===== config.mk =====
export PLATFORM = sky130hd
export DESIGN_NAME = hms_sequencer
export DESIGN_NICKNAME = d
export VERILOG_FILES = /design/src/rtl/hms_pkg.sv /design/src/rtl/hms_tmr_if.sv /design/src/rtl/hms_timing.sv /design/src/rtl/hms_sequencer.sv
export SDC_FILE = /design/constraint.sdc
export NUM_CORES = 1
export LEC_CHECK = 0
export BUFFER_PORTS_ARGS = -buffer_cell sky130_fd_sc_hd__buf_2
export CORE_AREA = 4 4 129 131
export DETAILED_ROUTE_END_ITERATION = 16
export DIE_AREA = 0 0 133 135
export PLACE_DENSITY = 0.78
export SLEW_MARGIN = 20
export SYNTH_ARGS = -nofsm -noshare
export SYNTH_HDL_FRONTEND = slang
export SYNTH_HIERARCHICAL = 1
export SYNTH_SLANG_ARGS = --single-unit

===== constraint.sdc =====
create_clock -name sys_clk -period 4.9 [get_ports sys_clk]
set_input_delay 0.245 -clock sys_clk [delete_from_list [all_inputs] [get_ports sys_clk]]
set_output_delay 0.245 -clock sys_clk [all_outputs]
set_load 0.005 [all_outputs]

===== src/rtl/hms_pkg.sv =====
// constants, types and state codes of the hoist motor sequencer
// assumes a 200 MHz sys_clk and switch inputs synchronous to it
//
// Behaviour
// - selector code picks slow, fast, reversal, start and stop times from fixed sets
// - selector code F (inverter operation) makes all five times zero
// - selector codes 8, 9 and B to E use the code 7 set, the longest one
// - operating hours accumulate only while a hoist output is energised
// - hoist thermistor trip flags an error and blocks all four hoist outputs
// - hoist motion stays blocked until the hoist thermistor reports cool
// - travel thermistor trip drops left and right relays and raises a warning
// - travel warning clears itself and travel relays return once the motor cools
// - suppress switch hides the travel warning; travel relays still follow the thermistor
// - polarity switches make fault and aux relays normally-open or normally-closed
// - fault relay operates in every error that stops lifting
// - three-bit field picks the aux relay source: never, overload, heat, sensor, any
// - field 101 drops the aux relay for 500 ms on overload, then restores it
// - field 110 switches the aux relay at 95 percent of nominal load
// - slow output comes first; fast joins only after the start delay
// - on release fast drops first, slow follows after the stop delay
// - a quick re-request waits out the slow or fast off-time
// - reversal stops the hoist and waits the reversal off-time first

package hms_pkg;

   localparam int TW = 12;
   typedef logic [TW-1:0] hms_ms_t;

   typedef struct packed {
      hms_ms_t slow_off;
      hms_ms_t fast_off;
      hms_ms_t rev_off;
      hms_ms_t start_dly;
      hms_ms_t stop_dly;
   } hms_times_t;

   // timing sets, ms: slow off, fast off, reversal, start, stop
   localparam hms_times_t SET_LONG  = '{12'h258, 12'h4e2, 12'h4e2, 12'h1f4, 12'h1f4};
   localparam hms_times_t SET_SHORT = '{12'h0fa, 12'h1f4, 12'h1f4, 12'h000, 12'h0fa};
   localparam hms_times_t SET_MID   = '{12'h190, 12'h2ee, 12'h2ee, 12'h12c, 12'h12c};
   localparam hms_times_t SET_M6    = '{12'h190, 12'h2ee, 12'h2ee, 12'h190, 12'h190};
   localparam hms_times_t SET_EX    = '{12'h190, 12'h2ee, 12'h2ee, 12'h000, 12'h000};
   localparam hms_times_t SET_INV   = '{12'h000, 12'h000, 12'h000, 12'h000, 12'h000};

   localparam logic [3:0] SEL_UNKNOWN = 4'h0;
   localparam logic [3:0] SEL_SHORT_LO = 4'h1;
   localparam logic [3:0] SEL_SHORT_HI = 4'h3;
   localparam logic [3:0] SEL_MID_LO = 4'h4;
   localparam logic [3:0] SEL_MID_HI = 4'h5;
   localparam logic [3:0] SEL_M6 = 4'h6;
   localparam logic [3:0] SEL_LONG = 4'h7;
   localparam logic [3:0] SEL_EX = 4'ha;
   localparam logic [3:0] SEL_INV = 4'hf;

   // aux relay source field, {bit2, bit1, bit0}
   localparam logic [2:0] AUX_NEVER = 3'h0;
   localparam logic [2:0] AUX_OVERLOAD = 3'h1;
   localparam logic [2:0] AUX_HEAT = 3'h2;
   localparam logic [2:0] AUX_SENSOR = 3'h3;
   localparam logic [2:0] AUX_ANY_ERR = 3'h4;
   localparam logic [2:0] AUX_OVL_PULSE = 3'h5;
   localparam logic [2:0] AUX_LOAD95 = 3'h6;

   localparam hms_ms_t AUX_PULSE_MS = 12'h1f4;
   localparam hms_ms_t MS_SAT = 12'hfff;

   localparam int unsigned CLK_PERIOD_NS = 5;
   localparam int unsigned NS_PER_MS = 1000000;
   localparam int unsigned CYC_PER_MS = NS_PER_MS / CLK_PERIOD_NS;
   localparam int unsigned MS_PER_HOUR = 3600000;
   localparam int HOUR_W = 20;

   typedef enum logic [4:0] {
      ST_IDLE  = 5'b00001,
      ST_WAIT  = 5'b00010,
      ST_SLOW  = 5'b00100,
      ST_FAST  = 5'b01000,
      ST_DECEL = 5'b10000
   } hms_state_t;

endpackage


===== src/rtl/hms_tmr_if.sv =====
// timing bundle between the selector/tick module and the sequencer
// assumes both ends run on sys_clk
`timescale 1ns/1ps

interface hms_tmr_if;
   import hms_pkg::*;
   logic tick;
   hms_times_t times;
   logic motion_idle;
   modport src (output tick, output times, input motion_idle);
   modport use_end (input tick, input times, output motion_idle);
endinterface


===== src/rtl/hms_timing.sv =====
// millisecond tick and selector-driven timing set
// assumes the selector is synchronous to sys_clk
`timescale 1ns/1ps

module hms_timing
   import hms_pkg::*;
#(
   parameter int unsigned CYCLES_PER_MS = CYC_PER_MS
)
(
   input wire logic sys_clk, // system clock
   input wire logic rst, // async reset, active high
   input wire logic [3:0] motor_type_selector, // timing set code
   hms_tmr_if.src tif // tick and times out
);

   function automatic hms_times_t decode_set(input logic [3:0] code);
      hms_times_t t;
      t = SET_LONG;
      if (code == SEL_UNKNOWN)
         t = SET_LONG;
      else if (code >= SEL_SHORT_LO && code <= SEL_SHORT_HI)
         t = SET_SHORT;
      else if (code == SEL_MID_LO || code == SEL_MID_HI)
         t = SET_MID;
      else if (code == SEL_M6)
         t = SET_M6;
      else if (code == SEL_EX)
         t = SET_EX;
      else if (code == SEL_INV)
         t = SET_INV;
      return t;
   endfunction

   logic [31:0] div_q, div_d;
   logic tick_q, tick_d;
   logic [3:0] sel_q, sel_d;
   hms_times_t times_q, times_d;

   always_comb
   begin
      tick_d = (div_q == 32'(CYCLES_PER_MS - 1));
      div_d = tick_d ? 32'h0 : div_q + 32'h1;
      sel_d = motor_type_selector;
      times_d = tif.motion_idle ? decode_set(sel_q) : times_q;
   end

   always_ff @(posedge sys_clk or posedge rst)
   begin
      if (rst)
      begin
         div_q <= 32'h0;
         tick_q <= 1'b0;
         sel_q <= SEL_UNKNOWN;
         times_q <= SET_LONG;
      end
      else
      begin
         div_q <= div_d;
         tick_q <= tick_d;
         sel_q <= sel_d;
         times_q <= times_d;
      end
   end

   assign tif.tick = tick_q;
   assign tif.times = times_q;
endmodule


===== src/rtl/hms_sequencer.sv =====
// hoist motor sequencer: lift/lower relays, thermistors, signalling relays
// assumes all inputs are synchronous, debounced levels on sys_clk
`timescale 1ns/1ps

module hms_sequencer
   import hms_pkg::*;
#(
   parameter int unsigned CYCLES_PER_MS = CYC_PER_MS,
   parameter int unsigned MS_PER_HR = MS_PER_HOUR
)
(
   input wire logic sys_clk, // system clock, 200 MHz
   input wire logic rst, // async reset, active high
   input wire logic [3:0] motor_type_selector, // timing set code
   input wire logic inverter_mode_switch, // installer sets with code f
   input wire logic travel_warn_suppress, // hide travel warning
   input wire logic aux_relay_src_bit0, // aux source field bit 0
   input wire logic aux_relay_src_bit1, // aux source field bit 1
   input wire logic aux_relay_src_bit2, // aux source field bit 2
   input wire logic fault_relay_polarity, // 1 = normally closed
   input wire logic aux_relay_polarity, // 1 = normally closed
   input wire logic req_lift, // operator lift request
   input wire logic req_lower, // operator lower request
   input wire logic req_fast, // operator fast speed request
   input wire logic hoist_therm_trip, // hoist motor too hot
   input wire logic travel_therm_trip, // travel motor too hot
   input wire logic travel_left_req, // travel left request
   input wire logic travel_right_req, // travel right request
   input wire logic overload, // overload detected
   input wire logic sensor_error, // load sensor error
   input wire logic load_95pct, // load at 95 percent of nominal
   output logic out_lift_slow, // lift relay
   output logic out_lift_fast, // lift fast relay
   output logic out_lower_slow, // lower relay
   output logic out_lower_fast, // lower fast relay
   output logic travel_left, // travel left relay
   output logic travel_right, // travel right relay
   output logic led_error, // error indicator
   output logic led_warn, // travel warning indicator
   output logic fault_relay, // fault signalling relay coil
   output logic aux_relay, // aux signalling relay coil
   output logic [HOUR_W-1:0] hours_count // operating hours
);

   function automatic logic relay_coil(input logic active, input logic nc);
      return active ^ nc;
   endfunction
   hms_tmr_if tif ();
   hms_timing #(.CYCLES_PER_MS(CYCLES_PER_MS)) u_timing (
      .sys_clk(sys_clk),
      .rst(rst),
      .motor_type_selector(motor_type_selector),
      .tif(tif)
   );

   ////////////////////////////////////////////////////////////////////////////
   // hoist sequencing
   hms_state_t state_q, state_d;
   logic dir_q, dir_d; // 1 = lift
   logic last_dir_q, last_dir_d;
   logic last_fast_q, last_fast_d;
   hms_ms_t step_q, step_d, rest_q, rest_d;
   logic lift_slow_q, lift_slow_d, lift_fast_q, lift_fast_d;
   logic lower_slow_q, lower_slow_d, lower_fast_q, lower_fast_d;
   logic lift_rq, lower_rq, want, want_dir, fast_rq;
   logic blk_lift, blk_lower, dir_ok, cur_ok, hold, step_clr, rest_clr, slow_on, fast_on;
   hms_ms_t need;
   always_comb
   begin
      lift_rq = req_lift & ~req_lower;
      lower_rq = req_lower & ~req_lift;
      want = lift_rq | lower_rq;
      want_dir = lift_rq;
      fast_rq = req_fast & want;
      blk_lift = hoist_therm_trip | overload | sensor_error;
      blk_lower = hoist_therm_trip;
      dir_ok = want & (want_dir ? ~blk_lift : ~blk_lower);
      cur_ok = dir_q ? ~blk_lift : ~blk_lower;
      hold = want & (want_dir == dir_q) & cur_ok;
      if (want_dir != last_dir_q)
         need = tif.times.rev_off;
      else if (last_fast_q)
         need = tif.times.fast_off;
      else
         need = tif.times.slow_off;
      state_d = state_q;
      dir_d = dir_q;
      last_dir_d = last_dir_q;
      last_fast_d = last_fast_q;
      step_clr = 1'b0;
      rest_clr = 1'b0;
      case (state_q)
         ST_IDLE:
         begin
            if (dir_ok)
            begin
               dir_d = want_dir;
               step_clr = 1'b1;
               state_d = (rest_q >= need) ? ST_SLOW : ST_WAIT;
            end
         end
         ST_WAIT:
         begin
            if (!dir_ok || want_dir != dir_q)
               state_d = ST_IDLE;
            else if (rest_q >= need)
            begin
               step_clr = 1'b1;
               state_d = ST_SLOW;
            end
         end
         ST_SLOW:
         begin
            if (!hold)
            begin
               state_d = ST_IDLE;
               last_dir_d = dir_q;
               last_fast_d = 1'b0;
               rest_clr = 1'b1;
            end
            else if (fast_rq && step_q >= tif.times.start_dly)
            begin
               step_clr = 1'b1;
               state_d = ST_FAST;
            end
         end
         ST_FAST:
         begin
            if (!cur_ok)
            begin
               state_d = ST_IDLE;
               last_dir_d = dir_q;
               last_fast_d = 1'b1;
               rest_clr = 1'b1;
            end
            else if (!hold)
            begin
               step_clr = 1'b1;
               state_d = ST_DECEL;
            end
            else if (!fast_rq)
            begin
               step_clr = 1'b1;
               state_d = ST_SLOW;
            end
         end
         ST_DECEL:
         begin
            if (!cur_ok || step_q >= tif.times.stop_dly)
            begin
               state_d = ST_IDLE;
               last_dir_d = dir_q;
               last_fast_d = 1'b1;
               rest_clr = 1'b1;
            end
         end
         default: state_d = ST_IDLE;
      endcase
      step_d = step_q;
      if (step_clr)
         step_d = '0;
      else if (tif.tick && step_q != MS_SAT)
         step_d = step_q + hms_ms_t'(1);
      rest_d = rest_q;
      if (rest_clr)
         rest_d = '0;
      else if (tif.tick && rest_q != MS_SAT)
         rest_d = rest_q + hms_ms_t'(1);
      slow_on = (state_d == ST_SLOW) | (state_d == ST_FAST) | (state_d == ST_DECEL);
      fast_on = (state_d == ST_FAST);
      lift_slow_d = slow_on & dir_d;
      lift_fast_d = fast_on & dir_d;
      lower_slow_d = slow_on & ~dir_d;
      lower_fast_d = fast_on & ~dir_d;
   end
   always_ff @(posedge sys_clk or posedge rst)
   begin
      if (rst)
      begin
         state_q <= ST_IDLE;
         dir_q <= 1'b0;
         last_dir_q <= 1'b0;
         last_fast_q <= 1'b0;
         step_q <= '0;
         rest_q <= MS_SAT;
         lift_slow_q <= 1'b0;
         lift_fast_q <= 1'b0;
         lower_slow_q <= 1'b0;
         lower_fast_q <= 1'b0;
      end
      else
      begin
         state_q <= state_d;
         dir_q <= dir_d;
         last_dir_q <= last_dir_d;
         last_fast_q <= last_fast_d;
         step_q <= step_d;
         rest_q <= rest_d;
         lift_slow_q <= lift_slow_d;
         lift_fast_q <= lift_fast_d;
         lower_slow_q <= lower_slow_d;
         lower_fast_q <= lower_fast_d;
      end
   end

   assign tif.motion_idle = ~(lift_slow_q | lower_slow_q);
   ////////////////////////////////////////////////////////////////////////////
   // operating hours, travel, indicators, signalling relays
   logic [31:0] ms_acc_q, ms_acc_d;
   logic [HOUR_W-1:0] hours_q, hours_d;
   hms_ms_t pulse_q, pulse_d;
   logic [2:0] aux_src;
   logic aux_act, err_act, ovl_q, ovl_d;
   logic tl_q, tl_d, tr_q, tr_d, lerr_q, lerr_d, lwarn_q, lwarn_d;
   logic frel_q, frel_d, arel_q, arel_d;
   always_comb
   begin
      ms_acc_d = ms_acc_q;
      hours_d = hours_q;
      if (tif.tick && !tif.motion_idle)
      begin
         if (ms_acc_q == 32'(MS_PER_HR - 1))
         begin
            ms_acc_d = 32'h0;
            hours_d = hours_q + HOUR_W'(1);
         end
         else
            ms_acc_d = ms_acc_q + 32'h1;
      end
      tl_d = travel_left_req & ~travel_therm_trip;
      tr_d = travel_right_req & ~travel_therm_trip;
      lwarn_d = travel_therm_trip & ~travel_warn_suppress;
      lerr_d = hoist_therm_trip | overload | sensor_error;
      err_act = blk_lift;
      frel_d = relay_coil(err_act, fault_relay_polarity);
      ovl_d = overload;
      aux_src = {aux_relay_src_bit2, aux_relay_src_bit1, aux_relay_src_bit0};
      pulse_d = pulse_q;
      if (aux_src != AUX_OVL_PULSE)
         pulse_d = '0;
      else if (overload && !ovl_q)
         pulse_d = AUX_PULSE_MS;
      else if (tif.tick && pulse_q != '0)
         pulse_d = pulse_q - hms_ms_t'(1);
      case (aux_src)
         AUX_NEVER: aux_act = 1'b0;
         AUX_OVERLOAD: aux_act = overload;
         AUX_HEAT: aux_act = hoist_therm_trip | travel_therm_trip;
         AUX_SENSOR: aux_act = sensor_error;
         AUX_ANY_ERR: aux_act = blk_lift;
         AUX_OVL_PULSE: aux_act = (pulse_q == '0);
         AUX_LOAD95: aux_act = load_95pct;
         default: aux_act = 1'b0;
      endcase
      arel_d = relay_coil(aux_act, aux_relay_polarity);
   end
   always_ff @(posedge sys_clk or posedge rst)
   begin
      if (rst)
      begin
         ms_acc_q <= 32'h0;
         hours_q <= '0;
         ovl_q <= 1'b0;
         pulse_q <= '0;
         tl_q <= 1'b0;
         tr_q <= 1'b0;
         lerr_q <= 1'b0;
         lwarn_q <= 1'b0;
         frel_q <= 1'b0;
         arel_q <= 1'b0;
      end
      else
      begin
         ms_acc_q <= ms_acc_d;
         hours_q <= hours_d;
         ovl_q <= ovl_d;
         pulse_q <= pulse_d;
         tl_q <= tl_d;
         tr_q <= tr_d;
         lerr_q <= lerr_d;
         lwarn_q <= lwarn_d;
         frel_q <= frel_d;
         arel_q <= arel_d;
      end
   end
   assign out_lift_slow = lift_slow_q;
   assign out_lift_fast = lift_fast_q;
   assign out_lower_slow = lower_slow_q;
   assign out_lower_fast = lower_fast_q;
   assign travel_left = tl_q;
   assign travel_right = tr_q;
   assign led_error = lerr_q;
   assign led_warn = lwarn_q;
   assign fault_relay = frel_q;
   assign aux_relay = arel_q;
   assign hours_count = hours_q;
endmodule


==> run metrics <==
worst slew pin tran 867.6 ps; Buffers on Ports 51; unrepaired setup endpoints after global routing no; largest net degree at the start of global routing 68; 1st-iter DRT viols 437; DRT Pass-1 Iters 5; reg2reg path depth 6; Total Power 3.015 mW; worst r2r dst hours_count[12]$_DFFE_PP0P_; Inserted Diodes 0; Die H 135 um; max cap viols 0; Worst setup SP type flip-flop; DR DRC count 0; Ports 53; global-route wire length before repair 29990 um; GRT overflow 0; Seq/Total Area, Yosys 0.4352; Antenna Violating Nets Remaining 0; worst skew pair latency 430 ps; synthesis-to-finish area growth 8.959%; most frequent cells in the layout dfrtp_1 (136), nor2_1 (90), nand2_1 (85); clock tree sinks 158; pwr dens 302.5 nW/um^2; worst hold slack -25.53 ps; H-tree levels 4; maximum fanout along the worst path 22; routed len/inst 14.10 um; Post-synth EDFFs 0; vias in the first global route 6450; Syn Area/Cell 9.589 sq um; CP Class reg -> reg; reg-to-reg startpoint u_timing/tif.tick$_DFF_PP0_; Finish-stage setup viols 0; crit path time final 3009 ps; status finished with violations; vias 6653; final HPWL from detailed placement 11780 um; f_max 0.3323 GHz; critical path capture point type flip-flop; Cell variety after synth 77; core area 15600 sq um; Slew Limit Fails 0; CP arrival 3320 ps; CTS Root Cell clkbuf_16; all-layer global routing usage 0.2015; period utilisation layout 0.6142; nets 1045; CTS tree yes; YS warnings 6; Req. time, crit path 5210 ps; Worst Skew 12.75 ps; chip width 133 um; P_leak 4.732 nW; share of cells above drive strength 1 0.1413; final RePlAce weighted congestion 0.8371; failing checks hold timing; clock buffer depth 2; main flop type after synthesis dfrtp_1; vias per cell 5.512; commonest non-fill, non-tap cell in the layout dfrtp_1; total wire length 17020 um; antenna violations before repair 0; final hold violation count 25; CTS buffer count 17; setup TNS 0 ps; reg-to-reg slack, setup 1890 ps; row count 46; Reg clk slew, reported paths 60 ps; FF+latch count, synth 158; Post-CTS Setup Inserts 0; initial core utilization 0.5865; synthesized cell area 9148 sq um; cell count after synthesis 954; asr flop ratio synth 1.000; Slew HR 0.4216; post-CTS sizing 0; Hold WC Path Type in -> async; VDD IR max 0.0002718 V; Die ar. 17960 sq um
sequential cells by signal, summed over array words and instances (netlist names), 4 cells and up:
name	count
u_timing/div_q	32
u_timing/tif.times	14
state_q	5
ms_acc_q	32
hours_count	20
pulse_q	12
rest_q	12
u_timing/sel_q	4
step_q	12
stage by stage:
step	setup WS [ps]	utilization	hold WS, ps	cell area [sq um]	instances
CTS	1843	0.6389	0.7386	9966	1207
floorplan	1859	-	276.4	9208	970
global route	1645	0.6390	9.786	9967	1207
finish	1891	0.6390	-25.53	9967	1207
detailed placement	1674	0.5963	354.3	9300	1169
global placement	1803	0.5963	354.8	9300	1169
cell families after synthesis:
| kind of cell | synth area share |
|---|---|
| XOR/XNOR | 0.09862 |
| AND/OR/NAND/NOR | 0.2199 |
| flip-flops | 0.4352 |
| multiplexers | 0.02954 |
| AO/OA/AOI/OAI | 0.08727 |
| buffers and inverters | 0.07017 |
| adder cells (fa/ha/maj) | 0.05882 |
| other | 0.0004099 |
final cells by class:
class | instances | area (sq um)
Timing Repair Buffer | 61 | 347.8
Inverter | 49 | 187.7
Clock buffer | 21 | 460.4
Clock inverter | 10 | 135.1
Tap cell | 216 | 270.3
Fill cell | 1260 | 5630
Sequential cell | 158 | 3981
Multi-Input combinational cell | 692 | 4584
routing by layer:
layer / vias to the layer above / GRT usage / wire (um) / share of wire
met4: 0 / 0.05831 / 189 / 0.011
met1: 3220 / 0.2721 / 8053 / 0.47
met5: - / 0 / 0 / 0
met2: 97 / 0.3293 / 8202 / 0.48
li1: 3317 / - / - / -
met3: 19 / 0.04434 / 570 / 0.033
cell usage after synthesis (3+ instances only):
cell type	number	area [sq um]
xor2_1	37	324.1
nor4_1	14	87.58
and3_1	18	112.6
and2_1	6	37.54
dfrtp_1	136	3403
nor2b_1	11	68.82
clkbuf_1	18	67.56
a21oi_1	51	255.2
o31ai_1	5	37.54
mux2_2	8	90.09
nor4_4	4	85.08
o211ai_1	3	22.52
ha_1	43	538.0
dfstp_2	22	578.1
o21ai_0	35	175.2
nand4_1	35	219.0
or4_1	3	22.52
a211oi_1	3	22.52
buf_2	3	15.01
nor3_1	26	130.1
nand3_1	34	170.2
mux2i_1	18	180.2
a31oi_1	6	37.54
xnor2_1	66	578.1
nor2_1	90	337.8
inv_1	49	183.9
and4_1	9	78.83
buf_4	48	360.4
nand2b_1	4	25.02
or3_1	7	43.79
nand2_1	85	319.1
worst max-delay path, cell delays in order (launching register included):
cell	delay, ps
dfrtp_1	690
o21ai_4	200
nor4_2	520
and4_1	790
nor3b_4	400
nand4_1	150
xnor2_1	140
repair_timing:
| action | in CTS | in global routing |
|---|---|---|
| endpoints found under the setup margin | 0 | 0 |
| hold buffers | 7 | 0 |
| hold endpoints to repair | 7 | 0 |
power breakdown:
group | switching (mW) | internal, mW
clock network | 0.520 | 0.825
logic | 0.156 | 0.106
registers | 0.0505 | 1.36
how the worst max path moves through the flow:
| stage | start | endpoint | slack [ps] | cells past startpoint |
|---|---|---|---|---|
| after floorplan | rst | aux_relay$_DFF_PP0_ | 1860 | 1 |
| after global placement | req_lower | step_q[2]$_DFFE_PP0P_ | 1800 | 14 |
| after detailed placement | req_lower | step_q[2]$_DFFE_PP0P_ | 1670 | 14 |
| after CTS | u_timing/tif.tick$_DFF_PP0_ | hours_count[12]$_DFFE_PP0P_ | 1840 | 6 |
| after global routing | last_fast_q$_DFFE_PP0P_ | step_q[2]$_DFFE_PP0P_ | 1640 | 10 |
| final | u_timing/tif.tick$_DFF_PP0_ | hours_count[12]$_DFFE_PP0P_ | 1890 | 6 |
Power figures use the tool's default switching activity.
